### src/hdl/idc_pkg.sv
// Package: word layout, opcodes, cycle counts and carrier types of the decoder
// Behaviour
// - Single-word instructions are 24-bit words with an 8-bit opcode field.
// - Exactly three instruction types take two program words; others take one.
// - Two-word instructions carry 48 bits; second word's top byte must be zero.
// - A second word executed alone behaves as a no-operation.
// - Plain single-word instructions finish in one cycle.
// - True condition or program counter change costs one inserted no-operation cycle.
// - Branches, indirect jumps, table accesses and returns take two or three cycles.
// - Taken skip costs two cycles over one word, three over two words.
// - Double-word moves and all two-word instructions take two cycles.
// - Working-register operations decode base, source and destination operands.
// - File-register operations decode a file address and file-or-accumulator destination.
// - Bit operations name a target and take bit position from literal or base.
// - Literal arithmetic uses base and literal; own destination field only if separate.
// - Literal moves load a value into a working or file register.
// - Every instruction falls in one of four groups.
// - Working-register fields select one of sixteen registers.
`default_nettype none
package idc_pkg;
  localparam int OPC_W        = 8;
  localparam int OPC_LSB      = 16;
  localparam int REG_W        = 4;
  localparam int MODE_W       = 2;
  localparam int FILE_W       = 13;
  localparam int PAY_W        = 16;
  localparam int BASE_LSB     = 12;
  localparam int DST_REG_LSB  = 8;
  localparam int DST_MODE_LSB = 6;
  localparam int SRC_MODE_LSB = 4;
  localparam int SRC_REG_LSB  = 0;
  localparam int ACC_BIT      = 13;
  localparam int BITF_W       = 12;
  localparam int LIT5_LSB     = 6;
  localparam int LIT5_W       = 5;
  localparam int LITW_LSB     = 4;
  localparam int LITW_W       = 12;
  localparam int LITF_LSB     = 8;
  localparam int LITF_W       = 8;
  localparam int FADDR8_W     = 8;
  // Opcode upper nibble picks the operand form
  localparam logic [3:0] NIB_DEFAULT_ACCUMULATOR_REG = 4'h1;
  localparam logic [3:0] NIB_FILE = 4'h2;
  localparam logic [3:0] NIB_BIT  = 4'h3;
  localparam logic [3:0] NIB_LITA = 4'h4;
  localparam logic [3:0] NIB_LITM = 4'h5;
  // Control opcodes; all-zero byte is the no-operation
  localparam logic [7:0] OPC_NOP        = 8'h00;
  localparam logic [7:0] OPC_REL_BRANCH = 8'h01;
  localparam logic [7:0] OPC_ABS_JUMP   = 8'h02;
  localparam logic [7:0] OPC_CALL       = 8'h03;
  localparam logic [7:0] OPC_LONG_MOV   = 8'h04;
  localparam logic [7:0] OPC_IND_JUMP   = 8'h05;
  localparam logic [7:0] OPC_RETURN     = 8'h06;
  localparam logic [7:0] OPC_INT_EXIT   = 8'h07;
  localparam logic [7:0] OPC_TBL_RD     = 8'h08;
  localparam logic [7:0] OPC_TBL_WR     = 8'h09;
  localparam logic [7:0] OPC_COND_BR    = 8'h0A;
  localparam logic [7:0] OPC_SKIP       = 8'h0B;
  localparam logic [7:0] OPC_DW_MOV     = 8'h0C;
  localparam logic [3:0] ACCUM_REG      = 4'h0;
  localparam logic [1:0] MODE_DIRECT    = 2'h0;
  // Cycle figures
  localparam logic [1:0] BASE_CYC     = 2'h1;
  localparam logic [1:0] EXTRA_TAKEN  = 2'h1;
  localparam logic [1:0] EXTRA_BRANCH = 2'h1;
  localparam logic [1:0] EXTRA_TABLE  = 2'h1;
  localparam logic [1:0] EXTRA_RETURN = 2'h2;
  localparam logic [1:0] EXTRA_DW_MOV = 2'h1;
  localparam logic [1:0] TWO_WORD_CYC = 2'h2;
  localparam logic [1:0] SKIP_CYC     = 2'h2;
  localparam logic [1:0] RST_PIPE     = 2'h0;
  localparam logic       READY_RST    = 1'b1;

  typedef enum logic [1:0] {GRP_WORDBYTE, GRP_BIT, GRP_LITERAL, GRP_CONTROL} idc_group_type;
  typedef enum logic [2:0] {FORM_W3, FORM_FILE, FORM_BIT, FORM_LIT_ARITH,
                            FORM_LIT_MOVE, FORM_CTRL} idc_form_type;
  typedef enum logic [2:0] {ST_RUN, ST_NOPS, ST_WORD2, ST_SKIP, ST_SKIP2} idc_state_type;

  typedef struct packed {
    logic        valid;
    logic [23:0] word;
  } idc_fetch_type;

  typedef struct packed {
    idc_group_type     group;
    idc_form_type      form;
    logic [7:0]        opcode;
    logic              byteMode;
    logic [REG_W-1:0]  baseReg;
    logic [REG_W-1:0]  srcReg;
    logic [MODE_W-1:0] srcMode;
    logic [REG_W-1:0]  dstReg;
    logic [MODE_W-1:0] dstMode;
    logic [FILE_W-1:0] fileAddr;
    logic              destAccum;
    logic              fileTarget;
    logic [REG_W-1:0]  bitPos;
    logic              bitFromReg;
    logic [PAY_W-1:0]  literal;
    logic              sepDest;
    logic              twoWord;
    logic              condOp;
    logic              skipOp;
    logic [1:0]        extra;
  } idc_decoded_type;

  typedef struct packed {
    logic             valid;
    logic             inserted;
    logic             word2Bad;
    logic [1:0]       cycles;
    logic [PAY_W-1:0] ext;
    idc_decoded_type  dec;
  } idc_issue_type;

  // Opcodes whose operands spill into a second program word
  function automatic logic idc_is_two_word(input logic [7:0] opc);
    return (opc == OPC_ABS_JUMP) || (opc == OPC_CALL) || (opc == OPC_LONG_MOV);
  endfunction : idc_is_two_word
endpackage : idc_pkg
`default_nettype wire

### src/hdl/idc_decode_top.sv
// Instruction decode and cycle control: word pairing, inserted cycles, skips
`default_nettype none
module idc_decode_top (
  input  wire logic                ref_clk,
  input  wire logic                nrst,
  input  wire idc_pkg::idc_fetch_type fetchWord,
  input  wire logic                condTaken,
  output logic                     fetchReady,
  output idc_pkg::idc_issue_type   issue
);
  logic [1:0]               rstPipe_reg;
  logic [1:0]               rstPipe_next;
  logic                     rstN;
  idc_pkg::idc_decoded_type dec;
  idc_pkg::idc_decoded_type held_reg;
  idc_pkg::idc_decoded_type held_next;
  idc_pkg::idc_state_type   state_reg;
  idc_pkg::idc_state_type   state_next;
  idc_pkg::idc_issue_type   issue_reg;
  idc_pkg::idc_issue_type   issue_next;
  logic [1:0]               nopLeft_reg;
  logic [1:0]               nopLeft_next;
  logic                     ready_reg;
  logic                     ready_next;
  logic                     accept;
  logic [1:0]               extraNow;
  logic                     nextIsTwo;

  // Reset release synchroniser
  always_comb
  begin
    rstPipe_next = {rstPipe_reg[0], 1'b1};
  end

  always_ff @(posedge ref_clk or negedge nrst)
  begin
    if (!nrst)
      rstPipe_reg <= idc_pkg::RST_PIPE;
    else
      rstPipe_reg <= rstPipe_next;
  end

  assign rstN = rstPipe_reg[1];

  // Field split of the word now on the fetch port
  idc_field_decode uDecode (
    .word (fetchWord.word),
    .dec  (dec)
  );

  // A word is taken only while ready is shown
  assign accept = fetchWord.valid && ready_reg;
  assign nextIsTwo = idc_pkg::idc_is_two_word(fetchWord.word[idc_pkg::OPC_LSB +: idc_pkg::OPC_W]);

  // Extra cycles owed by the word being taken
  always_comb
  begin
    extraNow = dec.extra;
    if (dec.condOp && condTaken)
      extraNow = idc_pkg::EXTRA_TAKEN;
  end

  // Sequencer: next state, inserted cycles and issued instruction
  always_comb
  begin
    state_next = state_reg;
    nopLeft_next = nopLeft_reg;
    ready_next = ready_reg;
    held_next = held_reg;
    issue_next = '0;
    case (state_reg)
      idc_pkg::ST_RUN:
      begin
        if (accept)
        begin
          if (dec.twoWord)
          begin
            // Operands incomplete: wait for the second word
            held_next = dec;
            state_next = idc_pkg::ST_WORD2;
          end
          else
          begin
            issue_next.valid = 1'b1;
            issue_next.dec = dec;
            issue_next.cycles = idc_pkg::BASE_CYC + extraNow;
            if (dec.skipOp && condTaken)
            begin
              // Cost depends on the length of the word skipped over
              issue_next.cycles = idc_pkg::SKIP_CYC;
              state_next = idc_pkg::ST_SKIP;
            end
            else if (extraNow != 2'h0)
            begin
              nopLeft_next = extraNow;
              ready_next = 1'b0;
              state_next = idc_pkg::ST_NOPS;
            end
          end
        end
      end
      idc_pkg::ST_NOPS:
      begin
        // Fetch is stalled while no-operations fill the slot
        issue_next.valid = 1'b1;
        issue_next.inserted = 1'b1;
        issue_next.dec.group = idc_pkg::GRP_CONTROL;
        issue_next.dec.form = idc_pkg::FORM_CTRL;
        issue_next.dec.opcode = idc_pkg::OPC_NOP;
        issue_next.cycles = idc_pkg::BASE_CYC;
        nopLeft_next = nopLeft_reg - 2'h1;
        if (nopLeft_reg == 2'h1)
        begin
          ready_next = 1'b1;
          state_next = idc_pkg::ST_RUN;
        end
      end
      idc_pkg::ST_WORD2:
      begin
        if (accept)
        begin
          issue_next.valid = 1'b1;
          issue_next.dec = held_reg;
          issue_next.ext = fetchWord.word[0 +: idc_pkg::PAY_W];
          issue_next.word2Bad = (fetchWord.word[idc_pkg::OPC_LSB +: idc_pkg::OPC_W]
                                 != idc_pkg::OPC_NOP);
          issue_next.cycles = idc_pkg::TWO_WORD_CYC;
          state_next = idc_pkg::ST_RUN;
        end
      end
      idc_pkg::ST_SKIP, idc_pkg::ST_SKIP2:
      begin
        if (accept)
        begin
          // Skipped word is swallowed as a no-operation
          issue_next.valid = 1'b1;
          issue_next.inserted = 1'b1;
          issue_next.dec.group = idc_pkg::GRP_CONTROL;
          issue_next.dec.form = idc_pkg::FORM_CTRL;
          issue_next.dec.opcode = idc_pkg::OPC_NOP;
          issue_next.cycles = idc_pkg::BASE_CYC;
          if (state_reg == idc_pkg::ST_SKIP && nextIsTwo)
            state_next = idc_pkg::ST_SKIP2;
          else
            state_next = idc_pkg::ST_RUN;
        end
      end
      default:
      begin
        ready_next = 1'b1;
        state_next = idc_pkg::ST_RUN;
      end
    endcase
  end

  // Sequencer registers
  always_ff @(posedge ref_clk or negedge rstN)
  begin
    if (!rstN)
    begin
      state_reg <= idc_pkg::ST_RUN;
      nopLeft_reg <= 2'h0;
      ready_reg <= idc_pkg::READY_RST;
      held_reg <= '0;
      issue_reg <= '0;
    end
    else
    begin
      state_reg <= state_next;
      nopLeft_reg <= nopLeft_next;
      ready_reg <= ready_next;
      held_reg <= held_next;
      issue_reg <= issue_next;
    end
  end

  assign fetchReady = ready_reg;
  assign issue = issue_reg;
endmodule : idc_decode_top
`default_nettype wire

### src/hdl/idc_field_decode.sv
// Combinational split of one program word into group, form and operand fields
`default_nettype none
module idc_field_decode (
  input  wire logic [23:0]             word,
  output idc_pkg::idc_decoded_type     dec
);
  // Field extraction per operand form
  always_comb
  begin
    dec = '0;
    dec.opcode = word[idc_pkg::OPC_LSB +: idc_pkg::OPC_W];
    dec.group = idc_pkg::GRP_CONTROL;
    dec.form = idc_pkg::FORM_CTRL;
    case (dec.opcode[7:4])
      idc_pkg::NIB_DEFAULT_ACCUMULATOR_REG:
      begin
        dec.group = idc_pkg::GRP_WORDBYTE;
        dec.form = idc_pkg::FORM_W3;
        dec.byteMode = dec.opcode[0];
        dec.baseReg = word[idc_pkg::BASE_LSB +: idc_pkg::REG_W];
        dec.dstReg = word[idc_pkg::DST_REG_LSB +: idc_pkg::REG_W];
        dec.dstMode = word[idc_pkg::DST_MODE_LSB +: idc_pkg::MODE_W];
        dec.srcMode = word[idc_pkg::SRC_MODE_LSB +: idc_pkg::MODE_W];
        dec.srcReg = word[idc_pkg::SRC_REG_LSB +: idc_pkg::REG_W];
      end
      idc_pkg::NIB_FILE:
      begin
        dec.group = idc_pkg::GRP_WORDBYTE;
        dec.form = idc_pkg::FORM_FILE;
        dec.byteMode = dec.opcode[0];
        dec.fileAddr = word[0 +: idc_pkg::FILE_W];
        dec.destAccum = word[idc_pkg::ACC_BIT];
        dec.dstReg = idc_pkg::ACCUM_REG;
      end
      idc_pkg::NIB_BIT:
      begin
        dec.group = idc_pkg::GRP_BIT;
        dec.form = idc_pkg::FORM_BIT;
        dec.fileTarget = dec.opcode[0];
        dec.bitFromReg = dec.opcode[1];
        if (dec.fileTarget)
          dec.fileAddr = idc_pkg::FILE_W'(word[0 +: idc_pkg::BITF_W]);
        else
        begin
          dec.srcMode = word[idc_pkg::SRC_MODE_LSB +: idc_pkg::MODE_W];
          dec.srcReg = word[idc_pkg::SRC_REG_LSB +: idc_pkg::REG_W];
        end
        // Same field holds either the position or the register holding it
        if (dec.bitFromReg)
          dec.baseReg = word[idc_pkg::BASE_LSB +: idc_pkg::REG_W];
        else
          dec.bitPos = word[idc_pkg::BASE_LSB +: idc_pkg::REG_W];
      end
      idc_pkg::NIB_LITA:
      begin
        dec.group = idc_pkg::GRP_LITERAL;
        dec.form = idc_pkg::FORM_LIT_ARITH;
        dec.baseReg = word[idc_pkg::BASE_LSB +: idc_pkg::REG_W];
        dec.literal = idc_pkg::PAY_W'(word[idc_pkg::LIT5_LSB +: idc_pkg::LIT5_W]);
        dec.sepDest = dec.opcode[0];
        if (dec.sepDest)
        begin
          dec.dstReg = word[idc_pkg::SRC_REG_LSB +: idc_pkg::REG_W];
          dec.dstMode = word[idc_pkg::SRC_MODE_LSB +: idc_pkg::MODE_W];
        end
        else
        begin
          dec.dstReg = dec.baseReg;
          dec.dstMode = idc_pkg::MODE_DIRECT;
        end
      end
      idc_pkg::NIB_LITM:
      begin
        dec.group = idc_pkg::GRP_LITERAL;
        dec.form = idc_pkg::FORM_LIT_MOVE;
        dec.fileTarget = dec.opcode[0];
        if (dec.fileTarget)
        begin
          dec.literal = idc_pkg::PAY_W'(word[idc_pkg::LITF_LSB +: idc_pkg::LITF_W]);
          dec.fileAddr = idc_pkg::FILE_W'(word[0 +: idc_pkg::FADDR8_W]);
        end
        else
        begin
          dec.literal = idc_pkg::PAY_W'(word[idc_pkg::LITW_LSB +: idc_pkg::LITW_W]);
          dec.baseReg = word[0 +: idc_pkg::REG_W];
        end
      end
      default:
      begin
        // Unknown control codes fall through as a one-cycle no-operation
        dec.twoWord = idc_pkg::idc_is_two_word(dec.opcode);
        case (dec.opcode)
          idc_pkg::OPC_REL_BRANCH: dec.extra = idc_pkg::EXTRA_BRANCH;
          idc_pkg::OPC_IND_JUMP:   dec.extra = idc_pkg::EXTRA_BRANCH;
          idc_pkg::OPC_RETURN:     dec.extra = idc_pkg::EXTRA_RETURN;
          idc_pkg::OPC_INT_EXIT:   dec.extra = idc_pkg::EXTRA_RETURN;
          idc_pkg::OPC_TBL_RD:     dec.extra = idc_pkg::EXTRA_TABLE;
          idc_pkg::OPC_TBL_WR:     dec.extra = idc_pkg::EXTRA_TABLE;
          idc_pkg::OPC_DW_MOV:     dec.extra = idc_pkg::EXTRA_DW_MOV;
          idc_pkg::OPC_COND_BR:    dec.condOp = 1'b1;
          idc_pkg::OPC_SKIP:       dec.skipOp = 1'b1;
          default:                 dec.extra = 2'h0;
        endcase
      end
    endcase
  end
endmodule : idc_field_decode
`default_nettype wire

### config.mk
export PLATFORM = sky130hd
export DESIGN_NAME = idc_decode_top
export DESIGN_NICKNAME = d
export VERILOG_FILES = /design/src/hdl/idc_pkg.sv /design/src/hdl/idc_decode_top.sv /design/src/hdl/idc_field_decode.sv
export SDC_FILE = /design/constraint.sdc
export NUM_CORES = 1
export LEC_CHECK = 0
export BUFFER_PORTS_ARGS = -buffer_cell sky130_fd_sc_hd__buf_2
export CAP_MARGIN = 30
export CORE_UTILIZATION = 24
export DETAILED_ROUTE_END_ITERATION = 7
export HOLD_SLACK_MARGIN = 0.15
export PLACE_DENSITY_LB_ADDON = 0.12
export SLEW_MARGIN = 20
export SYNTH_ARGS = -nofsm -noshare
export SYNTH_HDL_FRONTEND = slang
export SYNTH_SLANG_ARGS = --single-unit
### constraint.sdc
create_clock -name ref_clk -period 7.4 [get_ports ref_clk]
set_input_delay 0.37 -clock ref_clk [delete_from_list [all_inputs] [get_ports ref_clk]]
set_output_delay 0.37 -clock ref_clk [all_outputs]
set_load 0.03 [all_outputs]
## Word level (Yosys, flattened, before mapping)

Cells that the tools add are included.

- Bits in writable memories: 0
- Bits in latches: 0
- Bits in read-only memories: 0
- Memories: 0
- Bits in registers: 173
- Input port bits: 28
- Output and inout port bits: 94

- Shift operators: 0
- $mul: 0
- Equality and inequality tests: 30
- Bitwise gates (word level): 1
- Muxes and demuxes: 64
- Reductions and logical operators: 22
- Order comparisons: 0
- $add $sub $neg: 2
- Divide/modulo/power cells: 0

Operator list:

| operator | count |
|---|---|
| two-way mux 72 bit | 2 |
| case mux 59 bit (2 select lines) | 1 |
| two-way mux 91 bit | 1 |
| case mux 13 bit (4 select lines) | 1 |
| == test 8 x 4 -> 1 bit, second input constant | 5 |
| case mux 13 bit (3 select lines) | 1 |
| == test 8 x 3 -> 1 bit, second input constant | 4 |
| case mux 16 bit (2 select lines) | 1 |
| case mux 5 bit (5 select lines) | 1 |
| two-way mux 12 bit | 2 |
| two-way mux 3 bit | 8 |
| two-way mux 2 bit | 9 |
| == test 8 x 2 -> 1 bit, second input constant | 2 |
| two-way mux 1 bit | 16 |
| two-way mux 16 bit | 1 |
| inequality test 2 bit, second input constant | 7 |
| two-way mux 13 bit | 1 |
| two-way mux 4 bit | 3 |
| two-way mux 6 bit | 2 |
| case mux 2 bit (2 select lines) | 3 |
| case mux 3 bit (4 select lines) | 1 |
| case mux 4 bit (3 select lines) | 1 |
| case mux 6 bit (2 select lines) | 1 |
| two-way mux 5 bit | 2 |
| other kinds (29) | 43 |

## Logic depth before layout (Yosys ltp)

Gate-level depths: netlist (run 1).

- Depth in word-level cells: 12
- Mapped depth: 9

## By module

Synthesis (run 1) repeated with hierarchy kept, for this count alone.

- Cell total of the unflattened synthesis: 560
- Area total of the unflattened synthesis: 7,312.0 um^2

Modules (own cells, without submodules):

| module | area each (um^2) | cells each | seq. area each (um^2) | instances |
|---|---|---|---|---|
| idc_decode_top | 6,396.1 | 418 | 4,330.4 | 1 |
| idc_field_decode | 915.9 | 142 | 0.0 | 1 |

## Worst setup path before layout (run 1)

No wires, ideal clock.

- Path type: input-to-reg
- From: input fetchWord[20] in the netlist's numbering
- To: register nopLeft_reg[0]
- Data arrival time: 2.541 ns
- Data required time: 7.313 ns
- Buffers on the path: 1
- Stages on the path: 7
- Setup slack: 4.772 ns
- Cells stage by stage: clkbuf_1 > nor4_1 > nand4b_1 > ha_1 > or3_1 > or4b_2 > o211ai_1

- Cells in the longest elaborated chain, start to end: 10

Ends and longest elaborated chain:

| what | RTL line | source |
|---|---|---|
| start: declaration | idc_decode_top.sv:6 | `input wire idc_pkg::idc_fetch_type fetchWord,` |
| == test 8 x 1 -> 1 bit (tied with other cells) | idc_field_decode.sv:92 | `case (dec.opcode)` |
| OR reduction 5 bit (no source line) (tied with other cells) | -- |  |
| case mux 2 bit (2 select lines) or two-way mux 5 bit (tied branches) | idc_field_decode.sv:92, idc_field_decode.sv:14 |  |
| two-way mux 5 bit (*) | idc_field_decode.sv:14 | `case (dec.opcode[7:4])` |
| two-way mux 2 bit | idc_decode_top.sv:59 | `if (dec.condOp && condTaken)` |
| two-way mux 2 bit | idc_decode_top.sv:93 | `else if (extraNow != 2'h0)` |
| two-way mux 2 bit | idc_decode_top.sv:87 | `if (dec.skipOp && condTaken)` |
| two-way mux 2 bit | idc_decode_top.sv:76 | `if (dec.twoWord)` |
| two-way mux 2 bit | idc_decode_top.sv:74 | `if (accept)` |
| case mux 2 bit (2 select lines) | idc_decode_top.sv:71 | `case (state_reg)` |
| end signal: assignment | idc_decode_top.sv:170 | `nopLeft_reg <= nopLeft_next;` |
| end: declaration | idc_decode_top.sv:21 | `logic [1:0] nopLeft_reg;` |

Every way passes the cells marked *; elsewhere a longest branch is shown, timed or not. The select of a mux whose other input is x is not followed.
A chain may end at the register's enable or synchronous reset.

==> results of run 1 <==
worst max-delay path, stage by stage, from the launching register on:
cell,delay [ps]
dfrtp_1,500
nand3b_1,380
nor2_1,660
nand2b_1,680
o21ai_0,430
cells in the mapped netlist, types with 3 or more instances:
cell type and n:
a32o_1 8, o22ai_1 3, o21ai_0 21, clkbuf_1 25
inv_1 9, a221o_1 4, mux2i_1 10, nand3_1 6
a22oi_1 4, buf_4 4, a22o_1 37, nand2b_1 10
nand2_1 29, and2_1 78, dfrtp_1 164, a21oi_1 10
a211oi_1 3, mux2_2 5, buf_6 4, nor3_1 5
nor2_1 18, buf_1 4, buf_2 4, nor4_1 4
a21o_1 5
metrics by stage:
stage          total power, mW  cells
6_report                  2.07    980
5_1_grt                   2.16    980
4_1_cts                   2.10    979
3_5_place_dp              1.20    945
3_3_place_gp              1.20    943
2_1_floorplan             1.11    525
final cells by class:
| type | count | area share |
|---|---|---|
| Inverter | 9 | 0.00423 |
| Sequential cell | 165 | 0.518 |
| Tap cell | 335 | 0.0525 |
| Clock inverter | 10 | 0.0149 |
| Timing Repair Buffer | 129 | 0.0871 |
| Multi-Input combinational cell | 310 | 0.264 |
| Clock buffer | 22 | 0.0594 |
kinds of logic after synthesis:
family	after synthesis	share of synthesized area
flops	165	0.640
simple gates	174	0.154
mux	17	0.0289
other cells	2	0.00116
compound gates	110	0.132
buf+inv	50	0.0369
fa+ha+maj	2	0.00388
xor+xnor	2	0.00272
metal layers:
| metal | track usage | wire length [µm] |
|---|---|---|
| met2 | 0.211 | 8310 |
| met5 | 0 | 0 |
| met1 | 0.183 | 8470 |
| met3 | 0.0303 | 834 |
| met4 | 0.0431 | 206 |
final timing paths:
path                                          startpoint                        to  depth (start not counted)
min in group ref_clk                        fetchWord[7]       issue[79]$_DFF_PN0_                          2
worst min register to register  rstPipe_reg[1]$_DFF_PN0_  held_reg[16]$_DFFE_PN0P_                          0
worst max register to register  state_reg[0]$_DFFE_PN0P_       issue[45]$_DFF_PN0_                          4
max in group asynchronous       rstPipe_reg[1]$_DFF_PN0_  held_reg[13]$_DFFE_PN0P_                          3
worst max-delay path            state_reg[0]$_DFFE_PN0P_       issue[45]$_DFF_PN0_                          4
worst min-delay path                                nrst  rstPipe_reg[1]$_DFF_PN0_                          2
where the power goes:
part	switching (mW)	total, mW	internal (mW)
Clock	0.366	0.891	0.526
Combinational	0.162	0.226	0.0645
Sequential	0.0192	0.955	0.936
==> metrics.yaml, run 1 <==
outcome:
  outcome: "finished with violations"
  violations: "design-rule violations"
clocking:
  hold_buffers: 2
  clock_latency_ps: 420
  htreeDepth: 4
  numCtsBuffers: 17
  cts_setup_buffers: 0
  clock-sinks: 165
  cts_tree: "yes"
  clkTransAtPathRegs_ps: 70
  postCtsResizedCells: 0
  clock_path_buffers: 2
  root_buffer: "clkbuf_16"
floorplanning:
  die_y_um: 166
  core-area_um2: 26200
  die-area_um2: 27500
  io_pins: 122
  rows: 59
  die_w_um: 166
  start_util: 0.246
synthesis:
  synthFlopType: "dfrtp_1"
  synth_edf_count: 0
  yosys_warnings: 0
  synthTopCellsByArea: "dfrtp_1 64%, and2_1 7.6%, a22o_1 5.0%, nand2_1 1.7%, o21ai_0 1.6%"
  yosysTopAreaCell: "dfrtp_1"
  synth.top_cell.area_share: 0.636
  ys_types: 59
  ys_async_sr_fraction: 1.00
  syn_area_per_cell_um2: 12.4
  ys_seq_area_frac: 0.640
  postSynthCellCount: 522
  synth_seq_cells: 165
  synthesis.area_um2: 6450
grt:
  grt.total_usage: 0.134
  grt_start_max_net_pins: 86
  antenna_found_initial: 0
  grt_pass1_wl_mm: 27.9
  grt_overflow_total: 0
  first_global_vias: 4609
drt:
  drt-initial-drc-count: 336
  antenna_left: 0
  totalWireLength_mm: 17.8
  routed-via-count: 4436
  vias_per_cell: 4.53
  drt_pass1_iterations: 6
  wire_per_inst_um: 18.2
  route.detailed.drc: 11
final_layout:
  largest_register_ffs: 89
  final-seq-area_um2: 4130
  antennaDiodeCount: 0
  final_common_cell: "dfrtp_1"
  final_core_util: 0.305
  design_area_um2: 7990
  fillers: 2640
  syn_to_final_growth_pct: 23.9
  multi_input_area_um2: 2110
  fin_nets: 662
  layout_common_cells: "163 x dfrtp_1, 119 x buf_2, 78 x and2_1"
  drive_above_1_share: 0.273
timing:
  max_slew_margin: 0.336
  rsz0062_at_grt: "false"
  maxSlewViolCount: 0
  setup_violations: 0
  fin_crit_sh: 0.375
  skew_ps: 8.26
  hold_slack_ps: 246
  tightest_slew_ps: 992
  setup_tns_ps: 0
  setup_ws_ps: 4620
  fmax_mhz: 360
  finalHoldViolCount: 0
  min_period_ps: 2780
power:
  cellLeakagePower_nw: 4.10
  peakVddDrop_uv: 90.2
  pwr_density_cell_nw_per_um2: 260
critical_path:
  arrival_ps: 3080
  r2r_slack_ps: 4620
  startpoint_type: "flop"
  cp_data_required_time_ps: 7710
  critPathKind: "flop to flop"
  cp_max_fo: 17
  cp-end-kind: "flop"
hold_path:
  worstHoldPathType: "primary input to asynchronous set/reset pin"
place:
  placed_cell_area_um2: 7350
  hpwl_mm: 11.7
  gp_congestion: 0.850
  place_ws_ps: 4270
  portBuffers: 117
run:
  maxCapViolCount: 0
(Power assumes the default switching activity.)
==> inputs of run 2 (changes only) <==
- clock period: 7.4 -> 2.2 ns (I/O delays scaled with it)
==> metrics.yaml, run 2 (synthesis results as in run 1) <==
final_layout:
  final-seq-area_um2: 4130  # unchanged
  syn_to_final_growth_pct: 33.3  # was 23.9%
  drive_above_1_share: 0.309  # was 0.273
  final_common_cell: "dfrtp_1"  # unchanged
  largest_register_ffs: 89  # unchanged
  fin_nets: 722  # was 662
  layout_common_cells: "163 x dfrtp_1, 117 x buf_2, 78 x and2_1"  # was 163 x dfrtp_1, 119 x buf_2, 78 x and2_1
  antennaDiodeCount: 0  # unchanged
  fillers: 2623  # was 2,640
  multi_input_area_um2: 2130  # was 2110 µm²
critical_path:
  crit_end: "issue[39]$_DFF_PN0_"  # was issue[45]$_DFF_PN0_
  cp_max_fo: 5  # was 17
  worstReg2RegEnd: "issue[39]$_DFF_PN0_"  # was issue[45]$_DFF_PN0_
  critPathKind: "flop to flop"  # unchanged
  cp_data_required_time_ps: 2560  # was 7710 ps
  cp-end-kind: "flop"  # unchanged
  arrival_ps: 2420  # was 3080 ps
  r2r_slack_ps: 150  # was 4620 ps
  startpoint_type: "flop"  # unchanged
  reg2regPathDepth: 6  # was 4
  startpoint: "fetchReady$_DFFE_PN1P_"  # was state_reg[0]$_DFFE_PN0P_
  rr_startpoint: "fetchReady$_DFFE_PN1P_"  # was state_reg[0]$_DFFE_PN0P_
drt:
  wire_per_inst_um: 18.3  # was 18.2 µm
  drt-initial-drc-count: 293  # was 336
  routed-via-count: 4580  # was 4,436
  totalWireLength_mm: 19.1  # was 17.8 mm
  route.detailed.drc: 21  # was 11
  vias_per_cell: 4.40  # was 4.53
  drt_pass1_iterations: 8  # was 6
  antenna_left: 0  # unchanged
hold_path:
  worstHoldPathType: "primary input to flop"  # was primary input to asynchronous set/reset pin
  min_path_cells: 3
timing:
  fmax_mhz: 487  # was 360 MHz
  setup_violations: 0  # unchanged
  skew_ps: 8.89  # was 8.26 ps
  rsz0062_at_grt: "false"  # unchanged
  max_slew_margin: 0.402  # was 0.336
  setup_tns_ps: 0  # unchanged
  finalHoldViolCount: 0  # unchanged
  min_period_ps: 2050  # was 2780 ps
  fin_crit_sh: 0.933  # was 0.375
  tightest_slew_ps: 888  # was 992 ps
  setup_ws_ps: 147  # was 4620 ps
  maxSlewViolCount: 0  # unchanged
power:
  switching_share: 0.267  # was 0.264
  p_sw_mw: 1.98  # was 0.547 mW
  peakVddDrop_uv: 491  # was 90.2 µV
  finalPower_mw: 7.42  # was 2.07 mW
  clockPowerShare: 0.446  # was 0.430
  seq_power_share: 0.429  # was 0.461
  pwr_density_cell_nw_per_um2: 864  # was 260 nW/µm²
  intPower_mw: 5.44  # was 1.53 mW
  power.share.combinational: 0.125  # was 0.109
  cellLeakagePower_nw: 4.43  # was 4.10 nW
run:
  maxCapViolCount: 0  # unchanged
clocking:
  htreeDepth: 4  # unchanged
  clock-sinks: 165  # unchanged
  clock_path_buffers: 2  # unchanged
  root_buffer: "clkbuf_16"  # unchanged
  clkTransAtPathRegs_ps: 70  # about the same
  cts_tree: "yes"  # unchanged
  clock_latency_ps: 430  # was 420 ps
  numCtsBuffers: 17  # unchanged
floorplanning:
  io_pins: 122  # unchanged
  core-area_um2: 26200  # unchanged
  start_util: 0.246  # unchanged
  die-area_um2: 27500  # unchanged
  rows: 59  # unchanged
  die_w_um: 166  # unchanged
  die_y_um: 166  # unchanged
place:
  hpwl_mm: 12.7  # was 11.7 mm
  place_ws_ps: -132  # was 4270 ps
  gp_congestion: 0.797  # was 0.850
  portBuffers: 117  # unchanged
grt:
  grt_pass1_wl_mm: 30.2  # was 27.9 mm
  grt_start_max_net_pins: 108  # was 86
  grt_overflow_total: 0  # unchanged
  first_global_vias: 4826  # was 4,609
  antenna_found_initial: 0  # unchanged
  grt.total_usage: 0.145  # was 0.134
outcome:
  violations: "design-rule violations"  # unchanged
  outcome: "finished with violations"  # unchanged
## run 2: through the flow
step | cells | instance area (µm²) | util | hold WS, ps
finish | 1040 | 8590 | 0.328 | 176
global route | 1040 | 8590 | 0.328 | 180
CTS | 1038 | 8570 | 0.327 | 159
detailed placement | 982 | 7680 | 0.293 | -98.6
global placement | 981 | 7670 | 0.293 | -100
floorplan | 525 | 6480 | - | -186
## run 2: cell type report
class                   count  share of cell area
clock buffers              18              0.0511
clock inverters            14              0.0243
inverters                   9             0.00393
multi-input cells         310               0.248
flip-flops and latches    165               0.481
well taps                 335              0.0488
repair buffers            189               0.143
## run 2: power groups by stage
stage,clock network (mW),logic [mW],registers [mW]
after floorplan,0,0.306,3.44
after global placement,0,0.891,3.24
after detailed placement,0,0.900,3.24
after CTS,3.41,0.947,3.19
after global routing,3.53,1.02,3.20
final,3.31,0.931,3.19
## run 2: how the worst min path moves through the flow
stage                     slack, ps          start                  endpoint
after floorplan                -190           nrst  rstPipe_reg[0]$_DFF_PN0_
after global placement         -100           nrst  rstPipe_reg[0]$_DFF_PN0_
after detailed placement       -100           nrst  rstPipe_reg[0]$_DFF_PN0_
after CTS                       160  fetchWord[17]        issue[0]$_DFF_PN0_
after global routing            180  fetchWord[17]        issue[0]$_DFF_PN0_
final                           180  fetchWord[16]        issue[2]$_DFF_PN0_
## run 2: timing repair
| action | 4_1_cts | 5_1_grt |
|---|---|---|
| hold endpoints to repair | 66 | 0 |
| gates resized for setup | 0 | 3 |
| setup buffers | 0 | 2 |
| hold buffers | 24 | 0 |
| setup endpoints to repair | 0 | 7 |
## run 2: metal layers
layer / global-route usage / routed length [µm] / part of all wire / up-vias
met4: 0.0386 / 187 / 0.0098 / 0
li1: - / - / - / 2148
met3: 0.0305 / 741 / 0.039 / 11
met1: 0.207 / 9340 / 0.49 / 2300
met2: 0.222 / 8790 / 0.46 / 121
met5: 0 / 0 / 0 / -
## run 2: critical path, cell delays in order (launching register included)
cell and delay [ps]:
dfstp_2 530, nand3b_1 80, nand2b_1 250, buf_4 210, a2111oi_1 550, buf_4 250
a22o_1 130
